==> src/pkg/dapc_pkg.sv <==
// Package: register map, field layout, mode codes and carriers of the dual action capture/compare unit
package dapc_pkg;
  // Printed word offsets (registers sit at these byte addresses)
  localparam logic [15:0] OFS_STATUS = 16'hf218;
  localparam logic [15:0] OFS_LEAD = 16'hf21a;
  localparam logic [15:0] OFS_TRAIL = 16'hf21c;
  localparam logic [15:0] OFS_RSVD = 16'hf21e;
  // Status/control field positions
  localparam int B_FLAG = 15;
  localparam int B_PRIO_HI = 14;
  localparam int B_PRIO_LO = 12;
  localparam int B_ARB = 11;
  localparam int B_DRIVE = 9;
  localparam int B_BSEL = 8;
  localparam int B_PIN = 7;
  localparam int B_FLEAD = 6;
  localparam int B_FTRAIL = 5;
  localparam int B_POL = 4;
  localparam int B_TOP = 15;
  // Writable control bits (flag, pin level and force bits handled apart)
  localparam logic [15:0] CTRL_WMASK = 16'h7b1f;
  localparam logic [15:0] CTRL_RST = 16'h0000;
  localparam logic [15:0] DATA_RST = 16'h0000;
  // Mode codes
  localparam logic [3:0] M_IDLE = 4'h0;
  localparam logic [3:0] M_PWCAP = 4'h1;
  localparam logic [3:0] M_PERCAP = 4'h2;
  localparam logic [3:0] M_EDGECAP = 4'h3;
  localparam logic [2:0] M_CMP_PFX = 3'b010;
  // Bus-side request carrier
  typedef struct packed {
    logic [15:0] address;
    logic read;
    logic write;
    logic [31:0] writedata;
    logic [3:0] byteenable;
  } dapc_req_t;
  // Bus-side answer carrier
  typedef struct packed {
    logic [31:0] readdata;
    logic waitrequest;
  } dapc_rsp_t;
endpackage

==> src/design/dapc_sync.sv <==
// Module: two-flop synchroniser for one level from outside the clock domain
module dapc_sync (
  input wire logic core_clk,
  input wire logic srst,
  input wire logic din,
  output logic dout
);
  import dapc_pkg::*;
  // State: first stage and second stage
  typedef struct packed {
    logic s1;
    logic s2;
  } dapc_sync_st_t;
  dapc_sync_st_t st;
  dapc_sync_st_t next_st;
  // Shift the level through both stages
  always_comb begin
    next_st.s1 = din;
    next_st.s2 = st.s1;
  end
  // Register the stages
  always_ff @(posedge core_clk) begin
    if (srst) begin
      st <= '0;
    end else begin
      st <= next_st;
    end
  end
  assign dout = st.s2;
endmodule

==> src/design/dapc_cmp.sv <==
// Module: masked equality comparator against the time base count
module dapc_cmp (
  input wire logic [15:0] value,
  input wire logic [15:0] count,
  input wire logic [15:0] mask,
  output logic hit
);
  import dapc_pkg::*;
  // Only bits left unmasked take part
  always_comb begin
    hit = ((value ^ count) & mask) == 16'h0000;
  end
endmodule

==> src/design/dapc_unit.sv <==
// Module: dual action capture/compare unit with Avalon-MM register slave
// Notes on behaviour
// - Top mode bit selects PWM, low bits mask.
// - PWM trail writes buffered, copied between trail and lead.
// - PWM lead match sets output and flag.
// - Trail active match resets output only.
// - Pulses continue regardless of flag.
// - Equal lead and trail match gives zero.
// - Eight PWM periods, 65536 down to 128.
// - Full resolution never reaches permanent high.
// - Reduced resolution trail top bit holds output high.
// - Force bits act like matches in output modes.
// - Both force bits together reset output.
// - Polarity bit inverts flip-flop onto pin.
// - Pin level bit shows input or output.
// - Drive select chooses totem pole or open drain.
// - Bus select picks time base A or B.
// - Nonzero priority raises request when flag set.
// - Arbitration bit extends module arbitration number.
// - Event between read and write blocks clear.
// - Flag sources depend on mode.
// - Halt freezes capture and compare only.
// - Unused bits and reserved location read zero.
// - Mode 0010 is period capture.
// - Mode 0011 is edge capture, first edge flags.
// - Compare modes arm channel on data write.
module dapc_unit (
  input wire logic core_clk,
  input wire logic srst,
  input wire logic [15:0] avs_address,
  input wire logic avs_read,
  input wire logic avs_write,
  input wire logic [31:0] avs_writedata,
  input wire logic [3:0] avs_byteenable,
  output logic [31:0] avs_readdata,
  output logic avs_waitrequest,
  input wire logic [15:0] tbb_a,
  input wire logic [15:0] tbb_b,
  input wire logic halt_req,
  input wire logic [2:0] module_arb,
  input wire logic pin_in,
  output logic pin_out,
  output logic pin_oe,
  output logic [2:0] irq_level,
  output logic [3:0] irq_arb_id
);
  import dapc_pkg::*;

  ////////////////////////////////////////////////////////////////////////////
  // Bus request as one carrier
  dapc_req_t req;
  assign req = '{address: avs_address, read: avs_read, write: avs_write,
                 writedata: avs_writedata, byteenable: avs_byteenable};

  // Bus slave phase: idle, then one answer cycle
  typedef enum logic [0:0] {
    BUS_IDLE = 1'b0,
    BUS_ANS = 1'b1
  } dapc_bus_t;

  // All state of the unit
  typedef struct packed {
    dapc_bus_t bus;
    logic [15:0] ctrl;       // Control bits without flag, pin and force
    logic flag;              // Status flag
    logic flag_seen;         // Flag read as set, clear armed
    logic [15:0] lead;       // Lead channel value
    logic [15:0] trail_buf;  // Trail buffer register
    logic [15:0] trail_act;  // Trail active register
    logic arm_lead;          // Compare mode comparator enables
    logic arm_trail;
    logic outff;             // Output flip-flop
    logic in_window;         // Between trail edge and next lead edge
    logic pin_d;             // Previous synchronised pin level
    logic first_done;        // Period capture has seen its first edge
    logic pw_lead_seen;      // Pulse width capture saw its leading edge
    logic [15:0] count_d;    // Count at previous cycle, to catch new values
    logic [31:0] rdata;
  } dapc_st_t;
  dapc_st_t st;
  dapc_st_t next_st;

  ////////////////////////////////////////////////////////////////////////////
  // Pin synchroniser: the pin is outside the clock domain
  logic pin_s;
  dapc_sync u_sync (
    .core_clk(core_clk),
    .srst(srst),
    .din(pin_in),
    .dout(pin_s)
  );

  ////////////////////////////////////////////////////////////////////////////
  // Decoded control fields
  logic [3:0] mode;
  logic pwm_out_mode;
  logic cmp_mode;
  logic out_modes;
  logic pol;
  logic [15:0] count;
  logic [15:0] mask;
  logic new_count;
  assign mode = st.ctrl[3:0];
  assign pwm_out_mode = mode[3];
  assign cmp_mode = (mode[3:1] == M_CMP_PFX);
  assign out_modes = pwm_out_mode | cmp_mode;
  assign pol = st.ctrl[B_POL];
  assign count = st.ctrl[B_BSEL] ? tbb_b : tbb_a;
  // Only act once per count value, so a slow time base yields one match
  assign new_count = (count != st.count_d);

  // Mask table: ratios 65536,32768,16384,8192,4096,2048,512,128
  always_comb begin
    case (mode[2:0])
      3'd0: mask = 16'hffff;
      3'd1: mask = 16'h7fff;
      3'd2: mask = 16'h3fff;
      3'd3: mask = 16'h1fff;
      3'd4: mask = 16'h0fff;
      3'd5: mask = 16'h07ff;
      3'd6: mask = 16'h01ff;
      default: mask = 16'h007f;
    endcase
    if (!pwm_out_mode) begin
      mask = 16'hffff;
    end
  end

  // Comparators for lead and trail
  logic hit_lead;
  logic hit_trail;
  logic [15:0] trail_cmp;
  assign trail_cmp = pwm_out_mode ? st.trail_act : st.trail_buf;
  dapc_cmp u_cmp_lead (
    .value(st.lead),
    .count(count),
    .mask(mask),
    .hit(hit_lead)
  );
  dapc_cmp u_cmp_trail (
    .value(trail_cmp),
    .count(count),
    .mask(mask),
    .hit(hit_trail)
  );

  ////////////////////////////////////////////////////////////////////////////
  // Bus decode
  logic acc;
  logic wr_stat;
  logic wr_lead;
  logic wr_trail;
  logic rd_stat;
  logic [15:0] wdat;
  logic [15:0] status_view;
  logic pin_level;
  assign acc = (st.bus == BUS_IDLE) && (req.read || req.write);
  assign wdat = req.writedata[15:0];
  assign wr_stat = acc && req.write && (req.address == OFS_STATUS) && (&req.byteenable[1:0]);
  assign wr_lead = acc && req.write && (req.address == OFS_LEAD) && (&req.byteenable[1:0]);
  assign wr_trail = acc && req.write && (req.address == OFS_TRAIL) && (&req.byteenable[1:0]);
  assign rd_stat = acc && req.read && (req.address == OFS_STATUS);
  // Pin level: post-polarity output in compare and PWM modes, input pin otherwise
  assign pin_level = out_modes ? (st.outff ^ pol) : pin_s;
  always_comb begin
    status_view = st.ctrl & CTRL_WMASK;
    status_view[B_FLAG] = st.flag;
    status_view[B_PIN] = pin_level;
  end

  ////////////////////////////////////////////////////////////////////////////
  // Next-state logic
  logic ev_flag;
  logic run;
  logic pin_edge_a;
  logic pin_edge_b;
  logic do_lead;
  logic do_trail;
  logic f_lead;
  logic f_trail;
  logic hold_high;
  always_comb begin
    next_st = st;
    ev_flag = 1'b0;
    run = !halt_req;
    next_st.count_d = count;
    next_st.pin_d = pin_s;
    // Edge for channel A per polarity; channel B takes the opposite edge
    pin_edge_a = (pin_s != st.pin_d) && (pin_s == !pol);
    pin_edge_b = (pin_s != st.pin_d) && (pin_s == pol);
    do_lead = 1'b0;
    do_trail = 1'b0;
    f_lead = wr_stat && wdat[B_FLEAD] && out_modes;
    f_trail = wr_stat && wdat[B_FTRAIL] && out_modes;
    hold_high = (mask != 16'hffff) && st.trail_act[B_TOP];

    // Bus phase: every request answered in the cycle after it is taken
    next_st.bus = acc ? BUS_ANS : BUS_IDLE;
    if (acc && req.read) begin
      if (req.address == OFS_STATUS) begin
        next_st.rdata = {16'h0000, status_view};
      end else if (req.address == OFS_LEAD) begin
        next_st.rdata = {16'h0000, st.lead};
      end else if (req.address == OFS_TRAIL) begin
        next_st.rdata = {16'h0000, (pwm_out_mode || mode == M_IDLE) ? st.trail_buf : st.trail_act};
      end else begin
        next_st.rdata = 32'h0000_0000;
      end
    end

    // Register writes
    if (wr_stat) begin
      next_st.ctrl = wdat & CTRL_WMASK;
      if (wdat[3:1] == M_CMP_PFX && !cmp_mode) begin
        next_st.arm_lead = 1'b0;
        next_st.arm_trail = 1'b0;
      end
      if (wdat[3:0] != mode) begin
        next_st.first_done = 1'b0;
        next_st.pw_lead_seen = 1'b0;
      end
    end
    if (wr_lead) begin
      next_st.lead = wdat;
      next_st.arm_lead = 1'b1;
    end
    if (wr_trail) begin
      if (pwm_out_mode) begin
        next_st.trail_buf = wdat;
      end else if (mode == M_IDLE) begin
        next_st.trail_buf = wdat;
        next_st.trail_act = wdat;
      end else begin
        next_st.trail_act = wdat;
        next_st.trail_buf = wdat;
        next_st.arm_trail = 1'b1;
      end
    end

    // Capture and compare actions, stopped while halted
    if (run) begin
      if (pwm_out_mode) begin
        if (new_count && hit_lead) begin
          do_lead = 1'b1;
          ev_flag = 1'b1;
          next_st.in_window = 1'b0;
        end
        if (new_count && hit_trail) begin
          do_trail = 1'b1;
          next_st.in_window = 1'b1;
        end
        // Copy buffer only between trail edge and next lead edge
        if (st.in_window && !(new_count && hit_lead)) begin
          next_st.trail_act = st.trail_buf;
        end
      end else if (cmp_mode) begin
        if (st.arm_lead && new_count && hit_lead) begin
          do_lead = 1'b1;
          next_st.arm_lead = 1'b0;
          ev_flag = ev_flag | mode[0];
        end
        if (st.arm_trail && new_count && hit_trail) begin
          do_trail = 1'b1;
          next_st.arm_trail = 1'b0;
          ev_flag = 1'b1;
        end
      end else if (mode == M_PWCAP) begin
        if (pin_edge_b) begin
          next_st.trail_buf = count;
          next_st.pw_lead_seen = 1'b1;
        end
        if (pin_edge_a) begin
          next_st.lead = count;
          next_st.trail_act = st.trail_buf;
          ev_flag = 1'b1;
        end
      end else if (mode == M_PERCAP || mode == M_EDGECAP) begin
        if (pin_edge_a) begin
          next_st.lead = count;
          next_st.trail_act = st.trail_buf;
          next_st.trail_buf = count;
          next_st.first_done = 1'b1;
          ev_flag = st.first_done || (mode == M_EDGECAP);
        end
      end
    end

    // Output flip-flop: both together give zero
    if ((do_lead && do_trail) || (f_lead && f_trail)) begin
      next_st.outff = 1'b0;
    end else if (do_lead || f_lead) begin
      next_st.outff = 1'b1;
    end else if (do_trail || f_trail) begin
      next_st.outff = 1'b0;
    end
    if (pwm_out_mode && run && hold_high) begin
      next_st.outff = 1'b1;
    end

    // Flag: clear needs prior read as set and no new event; set wins
    if (rd_stat && st.flag) begin
      next_st.flag_seen = 1'b1;
    end
    if (wr_stat && !wdat[B_FLAG] && st.flag_seen) begin
      next_st.flag = 1'b0;
      next_st.flag_seen = 1'b0;
    end
    if (ev_flag) begin
      next_st.flag = 1'b1;
      next_st.flag_seen = 1'b0;
    end
    if (mode == M_IDLE) begin
      next_st.flag = 1'b0;
      next_st.flag_seen = 1'b0;
    end
  end

  // Register the whole state
  always_ff @(posedge core_clk) begin
    if (srst) begin
      st <= '0;
      st.ctrl <= CTRL_RST;
      st.lead <= DATA_RST;
      st.trail_buf <= DATA_RST;
      st.trail_act <= DATA_RST;
    end else begin
      st <= next_st;
    end
  end

  ////////////////////////////////////////////////////////////////////////////
  // Outputs
  logic drive_val;
  assign drive_val = st.outff ^ pol;
  always_comb begin
    pin_out = out_modes ? drive_val : 1'b0;
    // Open drain only pulls low; totem pole drives in every output mode
    if (!out_modes) begin
      pin_oe = 1'b0;
    end else if (st.ctrl[B_DRIVE]) begin
      pin_oe = !drive_val;
    end else begin
      pin_oe = 1'b1;
    end
  end
  assign irq_level = st.flag ? st.ctrl[B_PRIO_HI:B_PRIO_LO] : 3'b000;
  assign irq_arb_id = {st.ctrl[B_ARB], module_arb};
  assign avs_waitrequest = (st.bus == BUS_IDLE);
  assign avs_readdata = st.rdata;
endmodule

==> config.mk <==
export PLATFORM = sky130hd
export DESIGN_NAME = dapc_unit
export DESIGN_NICKNAME = d
export VERILOG_FILES = /design/src/pkg/dapc_pkg.sv /design/src/design/dapc_sync.sv /design/src/design/dapc_cmp.sv /design/src/design/dapc_unit.sv
export SDC_FILE = /design/constraint.sdc
export NUM_CORES = 1
export LEC_CHECK = 0
export BUFFER_PORTS_ARGS = -buffer_cell sky130_fd_sc_hd__buf_2
export CAP_MARGIN = 30
export CORE_MARGIN = 4
export CORE_UTILIZATION = 51
export CTS_BUF_LIST = sky130_fd_sc_hd__clkbuf_2 sky130_fd_sc_hd__clkbuf_4 sky130_fd_sc_hd__clkbuf_8
export CTS_CLUSTER_DIAMETER = 120
export DETAILED_ROUTE_END_ITERATION = 10
export PLACE_DENSITY = 0.84
export SYNTH_ARGS = -nofsm -noshare
export SYNTH_HDL_FRONTEND = slang
export SYNTH_SLANG_ARGS = --single-unit
==> constraint.sdc <==
create_clock -name core_clk -period 2.56 [get_ports core_clk]
set_input_delay 0.512 -clock core_clk [delete_from_list [all_inputs] [get_ports core_clk]]
set_output_delay 0.512 -clock core_clk [all_outputs]
set_load 0.005 [all_outputs]
==> key figures <==
Outcome
  – Status: finished with violations
  – Violated checks: negative setup slack

Final layout
  – Layout cells sized above 1: 35.73%
  – # diodes: 0
  – Sequential cell area: 0.002047 mm²
  – Syn-to-layout area delta: 19.41%
  – Commonest cells after routing, fill and taps aside: nor2_1 (125), dfxtp_1 (100), buf_2 (93), buf_4 (62), mux2_2 (59)
  – Total Nets Final: 880
  – Most common cell after layout, fill and taps aside: nor2_1
  – FILL cells: 940
  – Area occupied by multi-input gates: 0.003802 mm²

Power
  – Leak: 0.002933 µW
  – Max VDD drop: 263.5 µV
  – Pwr per Cell Area: 436.2 mW/mm²

Route
  – Initial DRC count: 591
  – Routed Antenna Nets: 0
  – Vias post-DR: 5490
  – Post-DR wirelength/cell: 18.53 µm
  – First-pass iteration count of the detailed router: 8
  – DRC Markers: 0
  – DR vias/cell: 5.872
  – Final wirelength: 17.33 mm

CTS
  – Cts bufs inserted: 9
  – CTS tree: built
  – Skew-Pair Late Insertion Delay: 0.39 ns
  – Root buf cell: clkbuf_8
  – Htree depth: 3
  – Worst-path clk slew: 0.10 ns
  – Max Buffers Root-to-Sink: 2
  – # clock sinks: 102

Critical path
  – Crit path cell chain: buf_8 > mux2i_4 > buf_4 > xnor2_1 > nor4_2 > nand4_1 > nor4b_4 > o21ai_4 > buf_12 > mux2i_1 > nor2_1
  – Critical path buffers and inverters: 3
  – CP Data Required Time: 2.83 ns
  – CP Class: reg -> reg
  – Critical path peak fanout: 10
  – CP Launch Type: register
  – Arr. time, crit path: 2.91 ns
  – CP top delay family: simple AND/OR/NAND/NOR gates
  – Worst path max stage delay: 0.41 ns
  – Critical path capture point type: register
  – Slowest cell on the critical path: dfxtp_4
  – R2R Setup Slk: -0.08 ns

STA
  – Final slew viol count: 0
  – WHS: 0.3583 ns
  – Final critical-path required period: 2.644 ns
  – Final hold vios: 0
  – Skew final: 0.01512 ns
  – Least-Margin Pin Slew: 0.7025 ns
  – Period Utilization, post-route: 103.3%
  – Setup violations, final: 6
  – Slew margin rel.: 53.16%
  – Setup TNS: -0.1495 ns
  – Fmax: 0.3782 GHz
  – Setup ws final: -0.08435 ns
  – RSZ-0062 raised after global routing: true

Min path
  – Hold Crit Class: in -> reg

Logic synthesis
  – Yosys warnings: 0
  – Main synth FF type: dfxtp_1
  – Mapped Area: 0.006170 mm²
  – Number of synthesized register bits: 102
  – Yosys cell types: 56
  – Register area share after synthesis: 33.10%
  – Mean Syn Cell Area: 9.073 µm²
  – Gate Count Post-Synth: 680
  – Ys async rst share: 0%
  – Post-synth EDFFs: 0

Global route
  – Vias in the first global route: 5344
  – Total GRT Usage: 24.34%
  – First-pass GRT wire length: 27.32 mm
  – GRT overflow: 0
  – Pin count of the biggest net entering global routing: 57
  – Antenna violations before repair: 0

Floorplanning
  – Die outline height: 118.0 µm
  – I/O pin count: 135
  – Die width: 118.0 µm
  – Initial Utilization: 53.12%
  – Die area: 0.01392 mm²
  – Core Area: 0.01161 mm²
  – Row cnt: 39

Place
  – Post-Place Worst Slack: -0.07073 ns
  – HPWL after DPL: 12.20 mm
  – Number of buffers added on ports: 94
  – Gp weighted congestion: 0.9361

Run
  – MaxCap Viol Count: 0
## worst register-to-register path: stages, from the launching register on
cell     delay, ns
dfxtp_4       0.41
buf_8         0.17
mux2i_4       0.26
buf_4         0.17
xnor2_1       0.08
nor4_2        0.27
nand4_1       0.22
nor4b_4       0.21
o21ai_4       0.21
buf_12        0.19
mux2i_1       0.28
nor2_1        0.06
## registers in the layout, summed over array words and instances, names as in the netlist
| signal | cells |
|---|---|
| u_sync.next_st | 1 |
| avs_readdata | 16 |
| u_sync.dout | 1 |
| st | 78 |
| mode | 4 |
| irq_arb_id | 1 |
| pol | 1 |
## per-layer routing
layer  GRT usage [%]  up-vias  part of all wire, %
met5               0        -                    0
met4           8.059        0                  2.6
met3           6.343       49                   11
met2           38.34      306                   46
met1           32.50     2561                   41
li1                -     2574                    -
## synthesized netlist by cell type, drive strengths merged (13+ instances only)
cell | n | area [µm²]
mux2i | 56 | 695.7
xnor2 | 41 | 359.1
nor2 | 126 | 473.0
buf | 46 | 354.1
a211oi | 34 | 255.2
xor2 | 17 | 148.9
a21oi | 36 | 180.2
mux2 | 59 | 664.4
nand2 | 13 | 48.80
clkbuf | 36 | 135.1
o21ai | 15 | 90.09
dfxtp | 102 | 2042
## what timing repair did
action,in CTS,in global routing
buffers inserted,5,5
endpoints found under the setup margin,19,22
cloned,0,1
pin swaps,3,5
gates resized for setup,8,18
hold buffers,0,0
## cells by family (layout without fill, tap and decap cells)
family	count (synthesis)	in the layout	share of synthesized area [%]
multiplexers	115	115	22.04
AO/OA/AOI/OAI	120	120	13.47
other	1	16	0.06078
flip-flops	102	102	33.10
XOR/XNOR	58	58	8.234
buffers and inverters	88	185	8.294
AND/OR/NAND/NOR	196	196	14.80
## path summary, 6_finish.rpt
kind	end	cells after the start	startpoint
setup reg to reg	st[61]	11	st[113]
setup / recovery	st[61]	11	st[113]
hold / removal	u_sync.next_st[0]	2	pin_in
hold reg to reg	u_sync.dout	1	u_sync.next_st[0]
## stage by stage
step                      utilization [%]  instance area [µm²]  instances  power, µW
final                               63.43                 7367        935       3213
after global routing                63.43                 7367        935       3330
after CTS                           61.99                 7199        929       3217
after detailed placement            59.23                 6879        908       2005
after global placement              59.23                 6879        908       1997
after floorplan                         -                 6240        695       1883
## layout make-up
| cell class | count | area share (%) |
|---|---|---|
| flip-flops and latches | 102 | 27.79 |
| inverters | 6 | 0.3057 |
| clock inverters | 4 | 1.053 |
| repair buffers | 163 | 14.57 |
| clock buffers | 12 | 2.242 |
| multi-input cells | 505 | 51.61 |
| well taps | 143 | 2.429 |
## report_power, final
part | switching, µW | internal, µW | total, µW
registers | 15.8 | 1620 | 1630
logic | 194 | 166 | 360
clock network | 585 | 635 | 1220
total | 794 | 2420 | 3210
No activity file was read; power rests on OpenSTA's default activity.
